**src/verilog/carrier_cfg_regs.svh**
```systemverilog
// register offsets, field positions and reset values of the carrier block
`ifndef CARRIER_CFG_REGS_SVH
`define CARRIER_CFG_REGS_SVH

`define ADDR_W            4
`define ADDR_SYNC_CTRL    4'h0
`define ADDR_FREQ_HOLD    4'h3
`define ADDR_PHASE_HOLD   4'h4
`define ADDR_FREQ_STROBE  4'h5
`define ADDR_PHASE_STROBE 4'h6
`define ADDR_FILTER_CFG   4'h7
`define ADDR_STATUS       4'h8

`define SYNC_LOAD_BIT     20
`define PHASE_MSB         9
`define CFG_MSB           21
`define DEC_LSB           11
`define DEC_MSB           14
`define ST_PHASE_PEND     16
`define ST_FREQ_PEND      17
`define ST_STAGE_ERR      18
`define ST_TAPS_ERR       19

`define SYNC_CTRL_RESET   1'h0
`define PHASE_RESET       10'h000
`define FREQ_RESET        32'h00000000
`define CFG_RESET         22'h000001
`define DEC_FULL          5'h10

`endif

```
**src/verilog/carrier_cfg_pkg.sv**
```systemverilog
// types shared by the carrier phase and filter configuration block
package carrier_cfg_pkg;

   // field order matches bits 21..0 of the filter word
   typedef struct packed {
      logic       ext_sync_en;
      logic       hb_bypass;
      logic [4:0] hb_stage_en;
      logic [3:0] fir_dec_code;
      logic       fir_dual_real;
      logic       fir_even_sym;
      logic       fir_asym;
      logic [7:0] fir_taps;
   } filter_cfg_s;

   typedef struct packed {
      logic       stage_err;
      logic       taps_err;
      logic       freq_pending;
      logic       phase_pending;
   } cfg_status_s;

endpackage : carrier_cfg_pkg

```
**src/verilog/carrier_phase_filter_cfg.sv**
```systemverilog
// carrier phase/frequency transfer and filter configuration registers
`timescale 1ns/1ps
`default_nettype none
`include "carrier_cfg_regs.svh"
module carrier_phase_filter_cfg
   import carrier_cfg_pkg::*;
#(
   parameter int PHASE_W = 10,
   parameter int FREQ_W  = 32
) (
   // clock, reset, enable
   input  wire logic              SYS_CLK,
   input  wire logic              RST_N,
   input  wire logic              CE,
   // register port
   input  wire logic [`ADDR_W-1:0] ADDR,
   input  wire logic [31:0]        WDATA,
   input  wire logic               WR,
   input  wire logic               RD,
   output var  logic [31:0]        RDATA,
   // pins
   input  wire logic               INPUT_ENABLE_N,
   input  wire logic               CARRIER_SYNC_PIN,
   input  wire logic               FILTER_SYNC_PIN,
   // carrier oscillator words
   output var  logic [PHASE_W-1:0] ACTIVE_PHASE,
   output var  logic [FREQ_W-1:0]  ACTIVE_FREQ,
   // filter configuration
   output var  filter_cfg_s        FILTER_CFG,
   output var  logic [4:0]         FIR_DECIMATION,
   output var  logic               FILTER_CTRL_RESET,
   output var  cfg_status_s        STATUS
);

   generate
      if (PHASE_W != `PHASE_MSB + 1 || FREQ_W > 32) begin : g_bad_param
         $error("unsupported phase or frequency width");
      end
   endgenerate

   // reset release
   logic       rst_meta;
   logic       rst_n;

   always_ff @(posedge SYS_CLK or negedge RST_N) begin
      if (!RST_N) begin
         rst_meta <= 1'b0;
         rst_n    <= 1'b0;
      end else begin
         rst_meta <= 1'b1;
         rst_n    <= rst_meta;
      end
   end

   // decode
   logic wr_sync_ctrl;
   logic wr_freq_hold;
   logic wr_phase_hold;
   logic wr_freq_strobe;
   logic wr_phase_strobe;
   logic wr_filter_cfg;

   assign wr_sync_ctrl    = CE && WR && (ADDR == `ADDR_SYNC_CTRL);
   assign wr_freq_hold    = CE && WR && (ADDR == `ADDR_FREQ_HOLD);
   assign wr_phase_hold   = CE && WR && (ADDR == `ADDR_PHASE_HOLD);
   assign wr_freq_strobe  = CE && WR && (ADDR == `ADDR_FREQ_STROBE);
   assign wr_phase_strobe = CE && WR && (ADDR == `ADDR_PHASE_STROBE);
   assign wr_filter_cfg   = CE && WR && (ADDR == `ADDR_FILTER_CFG);

   // sync-load enable
   logic sync_load_en;

   always_ff @(posedge SYS_CLK or negedge rst_n) begin
      if (!rst_n) begin
         sync_load_en <= `SYNC_CTRL_RESET;
      end else if (wr_sync_ctrl) begin
         sync_load_en <= WDATA[`SYNC_LOAD_BIT];
      end
   end

   // holding registers
   logic [PHASE_W-1:0] phase_hold;
   logic [FREQ_W-1:0]  freq_hold;

   always_ff @(posedge SYS_CLK or negedge rst_n) begin
      if (!rst_n) begin
         phase_hold <= `PHASE_RESET;
      end else if (wr_phase_hold) begin
         phase_hold <= WDATA[`PHASE_MSB:0];
      end
   end

   always_ff @(posedge SYS_CLK or negedge rst_n) begin
      if (!rst_n) begin
         freq_hold <= FREQ_W'(`FREQ_RESET);
      end else if (wr_freq_hold) begin
         freq_hold <= WDATA[FREQ_W-1:0];
      end
   end

   // transfer requests; strobe data is never stored
   logic sync_req;
   logic phase_req;
   logic freq_req;
   logic upd_en;

   assign sync_req  = CARRIER_SYNC_PIN && sync_load_en;
   assign phase_req = wr_phase_strobe || sync_req;
   assign freq_req  = wr_freq_strobe || sync_req;
   assign upd_en    = !INPUT_ENABLE_N;

   logic phase_pending;
   logic freq_pending;

   // phase bits pass unchanged; either encoding is the same angle mod 2pi
   transfer_latch #(
      .W (PHASE_W)
   ) u_phase_xfer (
      .clk      (SYS_CLK),
      .rst_n    (rst_n),
      .ce       (CE),
      .hold     (phase_hold),
      .load_req (phase_req),
      .upd_en   (upd_en),
      .active   (ACTIVE_PHASE),
      .pending  (phase_pending)
   );

   transfer_latch #(
      .W (FREQ_W)
   ) u_freq_xfer (
      .clk      (SYS_CLK),
      .rst_n    (rst_n),
      .ce       (CE),
      .hold     (freq_hold),
      .load_req (freq_req),
      .upd_en   (upd_en),
      .active   (ACTIVE_FREQ),
      .pending  (freq_pending)
   );

   // filter word, processing-domain logic on the one clock
   always_ff @(posedge SYS_CLK or negedge rst_n) begin
      if (!rst_n) begin
         FILTER_CFG <= filter_cfg_s'(`CFG_RESET);
      end else if (wr_filter_cfg) begin
         FILTER_CFG <= filter_cfg_s'(WDATA[`CFG_MSB:0]);
      end
   end

   always_ff @(posedge SYS_CLK or negedge rst_n) begin
      if (!rst_n) begin
         FIR_DECIMATION <= 5'h01;
      end else if (wr_filter_cfg) begin
         if (WDATA[`DEC_MSB:`DEC_LSB] == 4'h0) begin
            FIR_DECIMATION <= `DEC_FULL;
         end else begin
            FIR_DECIMATION <= {1'b0, WDATA[`DEC_MSB:`DEC_LSB]};
         end
      end
   end

   always_ff @(posedge SYS_CLK or negedge rst_n) begin
      if (!rst_n) begin
         FILTER_CTRL_RESET <= 1'b0;
      end else if (CE) begin
         FILTER_CTRL_RESET <= FILTER_SYNC_PIN && FILTER_CFG.ext_sync_en;
      end
   end

   // status, flags host mistakes
   always_ff @(posedge SYS_CLK or negedge rst_n) begin
      if (!rst_n) begin
         STATUS <= '0;
      end else if (CE) begin
         STATUS.stage_err     <= !FILTER_CFG.hb_bypass &&
                                 (FILTER_CFG.hb_stage_en == 5'h00);
         STATUS.taps_err      <= (FILTER_CFG.fir_taps == 8'h00);
         STATUS.freq_pending  <= freq_pending;
         STATUS.phase_pending <= phase_pending;
      end
   end

   // read port, data only in the cycle after the strobe
   always_ff @(posedge SYS_CLK or negedge rst_n) begin
      if (!rst_n) begin
         RDATA <= 32'h00000000;
      end else if (CE) begin
         RDATA <= 32'h00000000;
         if (RD) begin
            if (ADDR == `ADDR_SYNC_CTRL) begin
               RDATA[`SYNC_LOAD_BIT] <= sync_load_en;
            end else if (ADDR == `ADDR_FREQ_HOLD) begin
               RDATA[FREQ_W-1:0] <= freq_hold;
            end else if (ADDR == `ADDR_PHASE_HOLD) begin
               RDATA[`PHASE_MSB:0] <= phase_hold;
            end else if (ADDR == `ADDR_FILTER_CFG) begin
               RDATA[`CFG_MSB:0] <= FILTER_CFG;
            end else if (ADDR == `ADDR_STATUS) begin
               RDATA[`PHASE_MSB:0]     <= ACTIVE_PHASE;
               RDATA[`ST_PHASE_PEND]   <= phase_pending;
               RDATA[`ST_FREQ_PEND]    <= freq_pending;
               RDATA[`ST_STAGE_ERR]    <= STATUS.stage_err;
               RDATA[`ST_TAPS_ERR]     <= STATUS.taps_err;
            end
         end
      end
   end
endmodule : carrier_phase_filter_cfg
`default_nettype wire

```
**src/verilog/transfer_latch.sv**
```systemverilog
// holding-to-active transfer with a remembered request
`timescale 1ns/1ps
`default_nettype none
module transfer_latch #(
   parameter int W = 10
) (
   // clock and reset
   input  wire logic         clk,
   input  wire logic         rst_n,
   input  wire logic         ce,
   // transfer control
   input  wire logic [W-1:0] hold,
   input  wire logic         load_req,
   input  wire logic         upd_en,
   // active value
   output var  logic [W-1:0] active,
   output var  logic         pending
);

   generate
      if (W < 1) begin : g_bad_width
         $error("transfer_latch width must be at least one");
      end
   endgenerate

   logic fire;
   assign fire = ce && upd_en && (load_req || pending);

   always_ff @(posedge clk or negedge rst_n) begin
      if (!rst_n) begin
         active <= '0;
      end else if (fire) begin
         active <= hold;
      end
   end

   // remembered until the next update cycle
   always_ff @(posedge clk or negedge rst_n) begin
      if (!rst_n) begin
         pending <= 1'b0;
      end else if (ce) begin
         if (fire) begin
            pending <= 1'b0;
         end else if (load_req) begin
            pending <= 1'b1;
         end
      end
   end
endmodule : transfer_latch
`default_nettype wire
```
**config.mk**
```make
export PLATFORM = sky130hd
export DESIGN_NAME = carrier_phase_filter_cfg
export DESIGN_NICKNAME = d
export VERILOG_FILES = /design/src/verilog/carrier_cfg_pkg.sv /design/src/verilog/carrier_phase_filter_cfg.sv /design/src/verilog/transfer_latch.sv
export VERILOG_INCLUDE_DIRS = /design/src /design/src/verilog
export SDC_FILE = /design/constraint.sdc
export NUM_CORES = 1
export LEC_CHECK = 0
export ABC_AREA = 1
export BUFFER_PORTS_ARGS = -buffer_cell sky130_fd_sc_hd__buf_4
export CELL_PAD_IN_SITES_DETAIL_PLACEMENT = 1
export CELL_PAD_IN_SITES_GLOBAL_PLACEMENT = 1
export CORE_UTILIZATION = 44
export CTS_BUF_LIST = sky130_fd_sc_hd__clkbuf_4 sky130_fd_sc_hd__clkbuf_8
export CTS_CLUSTER_DIAMETER = 120
export DETAILED_ROUTE_END_ITERATION = 16
export MAX_ROUTING_LAYER = met4
export PLACE_DENSITY_LB_ADDON = 0.25
export SLEW_MARGIN = 10
export SYNTH_ARGS = -nofsm -noshare
export SYNTH_HDL_FRONTEND = slang
export SYNTH_SLANG_ARGS = --single-unit
```
**constraint.sdc**
```tcl
create_clock -name SYS_CLK -period 13.93 [get_ports SYS_CLK]
set_input_delay 2.786 -clock SYS_CLK [delete_from_list [all_inputs] [get_ports SYS_CLK]]
set_output_delay 2.786 -clock SYS_CLK [all_outputs]
set_load 0.005 [all_outputs]
```
# After elaboration in Yosys (flattened, before gate mapping)
# Index checks and enable logic that the tools add are counted.
# totals
reg_bits	153
input_bits	44
out_inout_bits	106
# op_classes
eq_ne	6
n_mux	19
reduce_logical	27
# op_table
operator	n
two-way mux 10 bit	4
two-way mux 32 bit	1
two-way mux 22 bit	1
two-way mux 20 bit	1
equality test 4 x 3 -> 1 bit, second input constant	4
logical AND 1 bit	13
two-way mux 12 bit	1
two-way mux 11 bit	1
zero test 4 bit	2
zero test 8 bit	1
two-way mux 4 bit	2
two-way mux 6 bit	1
zero test 5 bit	1
two-way mux 1 bit	5
two-way mux 5 bit	1
equality test 4 x 2 -> 1 bit, second input constant	1
equality test 4 bit, second input constant	1
logical OR 1 bit	4
AND reduction 2 bit	2
nonzero test 2 bit	2
zero test 1 bit	2
two-way mux 2 bit	1

# Longest topological paths before layout
# Gate-level depths: netlist (run 1).
# depth
word_depth	7
mapped_depth	9

# Modules after synthesis
# A second synthesis (run 1) with hierarchy kept.
# unflattened
hier_cells	810
hier_area_um2	6682.7
# by_module_without_submodules
module	instances	cells_per_inst	area_per_inst_um2	seq_area_each_um2
carrier_phase_filter_cfg	1	609	4869.7	2730.1
transfer_latch (u_freq_xfer)	1	148	1350.0	825.8
transfer_latch (u_phase_xfer)	1	53	462.9	275.3

# Least setup slack after synthesis (run 1)
# OpenSTA, ideal clock, no wires.
# synth_timing
path_type	input to register
from	input port CE
to	register u_freq_xfer.active[10]
arrival_ns	3.669
t_required_ns	13.813
slack_ns	10.144
stages	9
n_path_buf	2
path_cell_list	buf_4 > nand2_4 > nor2_1 > nand3_1 > nand2_2 > nand2_2 > buf_6 > nand2_1 > nand2_1
# synth_via
elab_chain_len	5
word_cells_on_any_way	6
cone_classes	reduce/logical (6)
# synth_lines
item	line	source
from (decl)	carrier_phase_filter_cfg.sv:14	input wire logic CE,
logical AND 1 bit (2 in series)	carrier_phase_filter_cfg.sv:66	assign wr_freq_strobe = CE && WR && (ADDR == `ADDR_FREQ_STROBE);
logical OR 1 bit	carrier_phase_filter_cfg.sv:109	assign freq_req = wr_freq_strobe || sync_req;
logical OR 1 bit	transfer_latch.sv:27	assign fire = ce && upd_en && (load_req || pending);
logical AND 1 bit (*)	transfer_latch.sv:27	
to (signal assigned)	transfer_latch.sv:33	active <= hold;
to (decl)	transfer_latch.sv:16	output var logic [W-1:0] active,
# Mark *: on every way between the ends. The rest lies on a longest branch, timed or not.
# A chain may end at the register's enable or synchronous reset.

# Worst setup path after layout (run 1)
# layout_timing
from	input port ADDR[2]
to	register u_freq_xfer.active[10]
# layout_via
elab_chain_len	5
# layout_lines
item	line	source
from (decl)	carrier_phase_filter_cfg.sv:16	input wire logic [`ADDR_W-1:0] ADDR,
equality test 4 x 3 -> 1 bit (no source line)	n/a	
logical AND 1 bit	carrier_phase_filter_cfg.sv:66	
logical OR 1 bit	carrier_phase_filter_cfg.sv:109	
logical OR 1 bit	transfer_latch.sv:27	
logical AND 1 bit	transfer_latch.sv:27	
# Every way passes these cells.

==> flow_summary.toml, run 1 <==
[setup_path]
startpoint = "ADDR[2]"
crit_path_end_kind = "register"
worstPathRequired_ns = 14.28
cp_max_fo = 33
critical_path.startpoint_type = "input port"
crit_arrival_ns = 5.62
r2r_start = "sync_load_en$_DFFE_PN0P_"
crit_type = "in2reg"

[drt]
num_vias = 6104
drt-initial-drc-count = 338
wire_per_inst_um = 18.9
ant_nets = 0
vias_per_cell = 5.40
first_pass_iters = 4
drt-total-wl_um = 21400
drc = 0

[power_and_ir_drop]
power_leakage_nw = 4.58
ir_drop_mv = 0.0707
p_per_area_nw_per_um2 = 150
finalPower_mw = 1.24

[clock_tree]
h-tree-depth = 4
worstSkewPairLatency_ns = 0.47
post_cts_buffers = 0
clkSlewWorstSetupHoldPaths_ns = 0.08
cts_hold_buf = 0
clkSinkCount = 153
ctsRootBufferMaster = "clkbuf_8"
cts_tree = "yes"
cts_made_buffers = 17
clk_path_buf_depth = 2
cts_resized = 0

[timing]
finalHoldViolations = 0
maxSlewHeadroom_pct = 15.5
worst_slack_ns = 8.66
fmax_ghz = 0.190
period_share_pct = 37.8
worstMarginPinSlew_ns = 1.26
rsz0062_at_grt = "no"
slew_violations = 0
setup_viol = 0
finalClockSkew_ns = 0.00904
fin_crit_ns = 5.27
fin_tns_setup_ns = 0

[grt]
grt_overflow = 0
grt_start_max_net_pins = 59
antenna_found_initial = 0
grtUsageTotal_pct = 29.4
grt_pass1_vias = 6441
grt_pass1_wl_um = 34400

[die]
die_w_um = 125
die_area_sq_um = 15500
num_rows = 44
ios = 150
die_h_um = 125
core_region_area_sq_um = 14600
start_util_pct = 45.4

[synthesis]
ys_ff_latch = 153
yosysSeqAreaShare_pct = 57.9
yosys_warnings = 0
syn-cell-area_sq_um = 6620
async_flop_share_pct = 100
synth-main-ff-cell = "dfrtp_1"
synth.net_count = 850
avgSynthCellArea_sq_um = 8.21
synthDistinctLibCells = 23
syn_inst = 806
synth_edf_count = 0

[worst_hold_path]
holdCritPathClass = "reg2async"

[cells_and_area]
post-route-util_pct = 56.4
synthToLayoutAreaGrowth_pct = 24.4
nNetsFinal = 980
n_fill_cell = 1762
antenna_cells = 0
drive_above_1_share_pct = 21.1

[run]
max_cap_violations = 0

[placement]
place_congestion = 0.858
hpwl_um = 14400
dp_slack_ns = 8.25
io_buffers = 149

[outcome]
status = "finished, final reports clean"
[cell type report]
type | count | area [sq um] | area share [%]
Clock buffer | 21 | 283 | 3.44
Inverter | 59 | 221 | 2.69
Multi-Input combinational cell | 551 | 2330 | 28.4
Sequential cell | 153 | 3830 | 46.6
Timing Repair Buffer | 154 | 1160 | 14.0
Clock inverter | 9 | 170 | 2.07
Tap cell | 184 | 230 | 2.80
[per-stage QoR]
| step | area, sq um | instances | hold slack, ns |
|---|---|---|---|
| after floorplan | 6620 | 806 | 0.331 |
| after global placement | 7780 | 1101 | 0.336 |
| after detailed placement | 7780 | 1101 | 0.345 |
| after CTS | 8230 | 1131 | 0.351 |
| after global routing | 8230 | 1131 | 0.381 |
| final | 8230 | 1131 | 0.323 |
[state kept, by name, summed over array words and instances (netlist names)]
| register | count |
|---|---|
| sync_load_en | 1 |
| phase_hold | 10 |
| u_freq_xfer.pending | 1 |
| FIR_DECIMATION | 5 |
| RDATA | 32 |
| u_phase_xfer.pending | 1 |
| rst_meta | 1 |
| FILTER_CTRL_RESET | 1 |
| FILTER_CFG | 22 |
| u_phase_xfer.active | 10 |
| STATUS | 4 |
| rst_n | 1 |
| u_freq_xfer.active | 32 |
| freq_hold | 32 |
[cells in the final DEF (no fill, tap or decap), types with 4 or more instances in the layout]
| cell type | instances |
|---|---|
| nor2_1 | 35 |
| buf_4 | 154 |
| a21oi_1 | 8 |
| inv_1 | 55 |
| dfrtp_1 | 150 |
| o22ai_1 | 6 |
| o21ai_1 | 5 |
| inv_2 | 4 |
| nand2_2 | 4 |
| nand3_1 | 92 |
| nand2_1 | 333 |
| o21ai_0 | 59 |
| bufinv_16 | 5 |
| clkbuf_8 | 20 |
| clkinv_2 | 4 |
[worst max-delay path: stages]
cell and delay (ns):
buf_4 0.10, inv_2 0.03, nor2_1 0.78, nand3_1 0.25, nand2_2 0.63, nand2_2 0.68, nand2_1 0.24, nand2_1 0.08
[path summary, 6_finish.rpt]
kind | slack [ns] | to | cells after the start
hold / removal | 0.32 | freq_hold[6]$_DFFE_PN0P_ | 0
max in group asynchronous | 11.74 | rst_n$_DFF_PN0_ | 1
hold reg to reg | 0.32 | freq_hold[6]$_DFFE_PN0P_ | 0
setup reg to reg | 11.57 | u_freq_xfer.active[10]$_DFFE_PN0P_ | 7
min in group SYS_CLK | 0.37 | rst_n$_DFF_PN0_ | 0
setup / recovery | 8.66 | u_freq_xfer.active[10]$_DFFE_PN0P_ | 8
[Yosys cell counts (2+ instances only)]
library cell,number,area [sq um]
a21oi_1,8,40.0
buf_1,2,7.51
buf_2,20,100
buf_4,4,30.0
buf_6,4,45.0
clkbuf_1,13,48.8
dfrtp_1,151,3780
dfstp_2,2,52.6
inv_1,55,206
inv_2,4,15.0
nand2_1,333,1250
nand2_2,4,25.0
nand3_1,92,460
nand4_1,2,12.5
nor2_1,35,131
nor2_2,2,12.5
nor2_4,2,22.5
o21ai_0,59,295
o21ai_1,5,25.0
o22ai_1,6,37.5
[where the power goes]
group          internal (mW)  switching (mW)  total, mW
Clock                  0.226           0.165      0.392
Combinational          0.119           0.128      0.247
Sequential             0.529          0.0693      0.599
Total                  0.874           0.363       1.24
[layer usage]
layer | up-vias | part of all wire (%) | track usage (%)
li1 | 2780 | - | -
met1 | 3108 | 43 | 36.5
met2 | 178 | 50 | 48.0
met3 | 38 | 4.1 | 5.15
met4 | 0 | 2.3 | 11.5
met5 | - | 0 | -
[cell families (layout without fill, tap and decap cells)]
family / count (synthesis) / after routing / share of synthesized area, %
other: 1 / 1 / 0.0567
DFF: 153 / 153 / 57.9
AOI/OAI and AO/OA: 78 / 78 / 6.01
and+or+nand+nor: 472 / 472 / 29.2
buffers and inverters: 102 / 243 / 6.84
No activity file was read; power rests on OpenSTA's default activity.
==> run 2: changes to the inputs <==
Settings changed: CORE_UTILIZATION 44 to 37.
Clock period 13.93 ns to 4.5 ns, I/O delays scaled along.
==> run 2 against run 1 <==
Total power grew to 3.0 times the previous value; first-iteration DRC count shrank 25%; critical path depth shrank 1; via count shrank 3.0%; global-route usage shrank 4.6 points; combinational power grew to 3.0 times the previous value; sequential share of layout area shrank 0.31 points; critical endpoint is now freq_hold[13]$_DFFE_PN0P_; largest cell class unchanged; highest routed layer unchanged.
==> flow_summary.toml, run 2 (synthesis gave the netlist of run 1 again) <==
[outcome]
status = "finished, final reports clean"

[run]
max_cap_violations = 0

[clock_tree]
cts_tree = "yes"
clkSlewWorstSetupHoldPaths_ns = 0.09
cts_resized = 0
worstSkewPairLatency_ns = 0.47
cts_hold_buf = 0
post_cts_buffers = 0
clkSinkCount = 153
cts_made_buffers = 17
h-tree-depth = 4
ctsRootBufferMaster = "clkbuf_8"
clk_path_buf_depth = 2

[placement]
place_congestion = 0.801
io_buffers = 149
dp_slack_ns = 1.52
hpwl_um = 14100

[drt]
drt-total-wl_um = 20600
wire_per_inst_um = 17.5
drt-initial-drc-count = 255
vias_per_cell = 5.02
first_pass_iters = 4
num_vias = 5918
drc = 0
ant_nets = 0

[die]
core_region_area_sq_um = 17400
num_rows = 48
die_w_um = 136
die_h_um = 136
start_util_pct = 38.1
die_area_sq_um = 18400
ios = 150

[cells_and_area]
antenna_cells = 0
multi_input_area_sq_um = 2330
drive_above_1_share_pct = 21.6
n_fill_cell = 2108
largestRegisters = "RDATA: 32 flops, freq_hold: 32 flops, u_freq_xfer.active: 32 flops"
post-route-util_pct = 47.7
final_common_cell = "nand2_1"
regArea_sq_um = 3830
nNetsFinal = 984
final_cell_mix = "nand2_1 (333), buf_4 (157), dfrtp_1 (150)"
synthToLayoutAreaGrowth_pct = 25.2

[grt]
grtUsageTotal_pct = 24.8
antenna_found_initial = 0
grt_overflow = 0
grt_pass1_vias = 6149
grt_pass1_wl_um = 33200
grt_start_max_net_pins = 80

[setup_path]
crit_path_end_kind = "register"
crit_arrival_ns = 2.85
crit_chain = "buf_4 > nor2_1 > nand2_2 > inv_2 > nand2_2 > nor2_1 > a21oi_1"
worstPathRequired_ns = 4.83
cp_max_fo = 49
crit_type = "in2reg"
slowest_stage = "nand2_2"
cpPeakStageDelay_ns = 0.68
startpoint = "ADDR[3]"
r2r_start = "sync_load_en$_DFFE_PN0P_"
cp_num_buf_inv = 2
cp_top_family = "simple AND/OR/NAND/NOR gates"
critical_path.startpoint_type = "input port"

[power_and_ir_drop]
p_per_area_nw_per_um2 = 445
ir_drop_mv = 0.210
power_leakage_nw = 4.57
finalPower_mw = 3.69

[worst_hold_path]
holdCritPathClass = "in2async"

[timing]
fmax_ghz = 0.396
worst_slack_ns = 1.98
finalClockSkew_ns = 0.0109
period_share_pct = 56.1
finalHoldViolations = 0
fin_tns_setup_ns = 0
rsz0062_at_grt = "no"
worstMarginPinSlew_ns = 1.01
fin_crit_ns = 2.52
slew_violations = 0
maxSlewHeadroom_pct = 32.4
setup_viol = 0
-- run 2: final timing paths --
check                                                     end  slack, ns  cells past startpoint
min in group SYS_CLK                          rst_n$_DFF_PN0_       0.36                      0
max reg2reg                u_freq_xfer.active[20]$_DFFE_PN0P_       2.72                      7
max in group asynchronous           FILTER_CFG[0]$_DFFE_PN1P_       3.01                      1
min                                           rst_n$_DFF_PN0_       0.20                      1
min reg2reg                                   rst_n$_DFF_PN0_       0.36                      0
max                                 freq_hold[13]$_DFFE_PN0P_       1.98                      7
-- run 2: layer usage --
metal | GRT usage [%] | vias to the layer above | part of all wire [%]
met5 | - | - | 0
met4 | 7.87 | 0 | 1.9
met3 | 4.90 | 34 | 4.5
met2 | 40.1 | 158 | 49
met1 | 31.2 | 2932 | 45
li1 | - | 2794 | -
-- run 2: power by group --
part | switching (mW) | internal [mW]
sequential | 0.220 | 1.64
clock | 0.531 | 0.557
combinational | 0.371 | 0.371
total | 1.12 | 2.57
-- run 2: layout make-up --
type,instances,share of cell area [%]
clock buffers,22,3.58
multi-input cells,551,28.2
flip-flops and latches,153,46.3
inverters,59,2.67
well taps,225,3.40
repair buffers,158,14.5
clock inverters,10,1.42
-- run 2: metrics by stage --
stage,hold WS [ns],instance area (sq um),cells
floorplan,0.331,6620,806
global placement,0.335,7870,1146
detailed placement,0.344,7870,1146
CTS,0.173,8280,1178
global route,0.170,8280,1178
finish,0.195,8280,1178
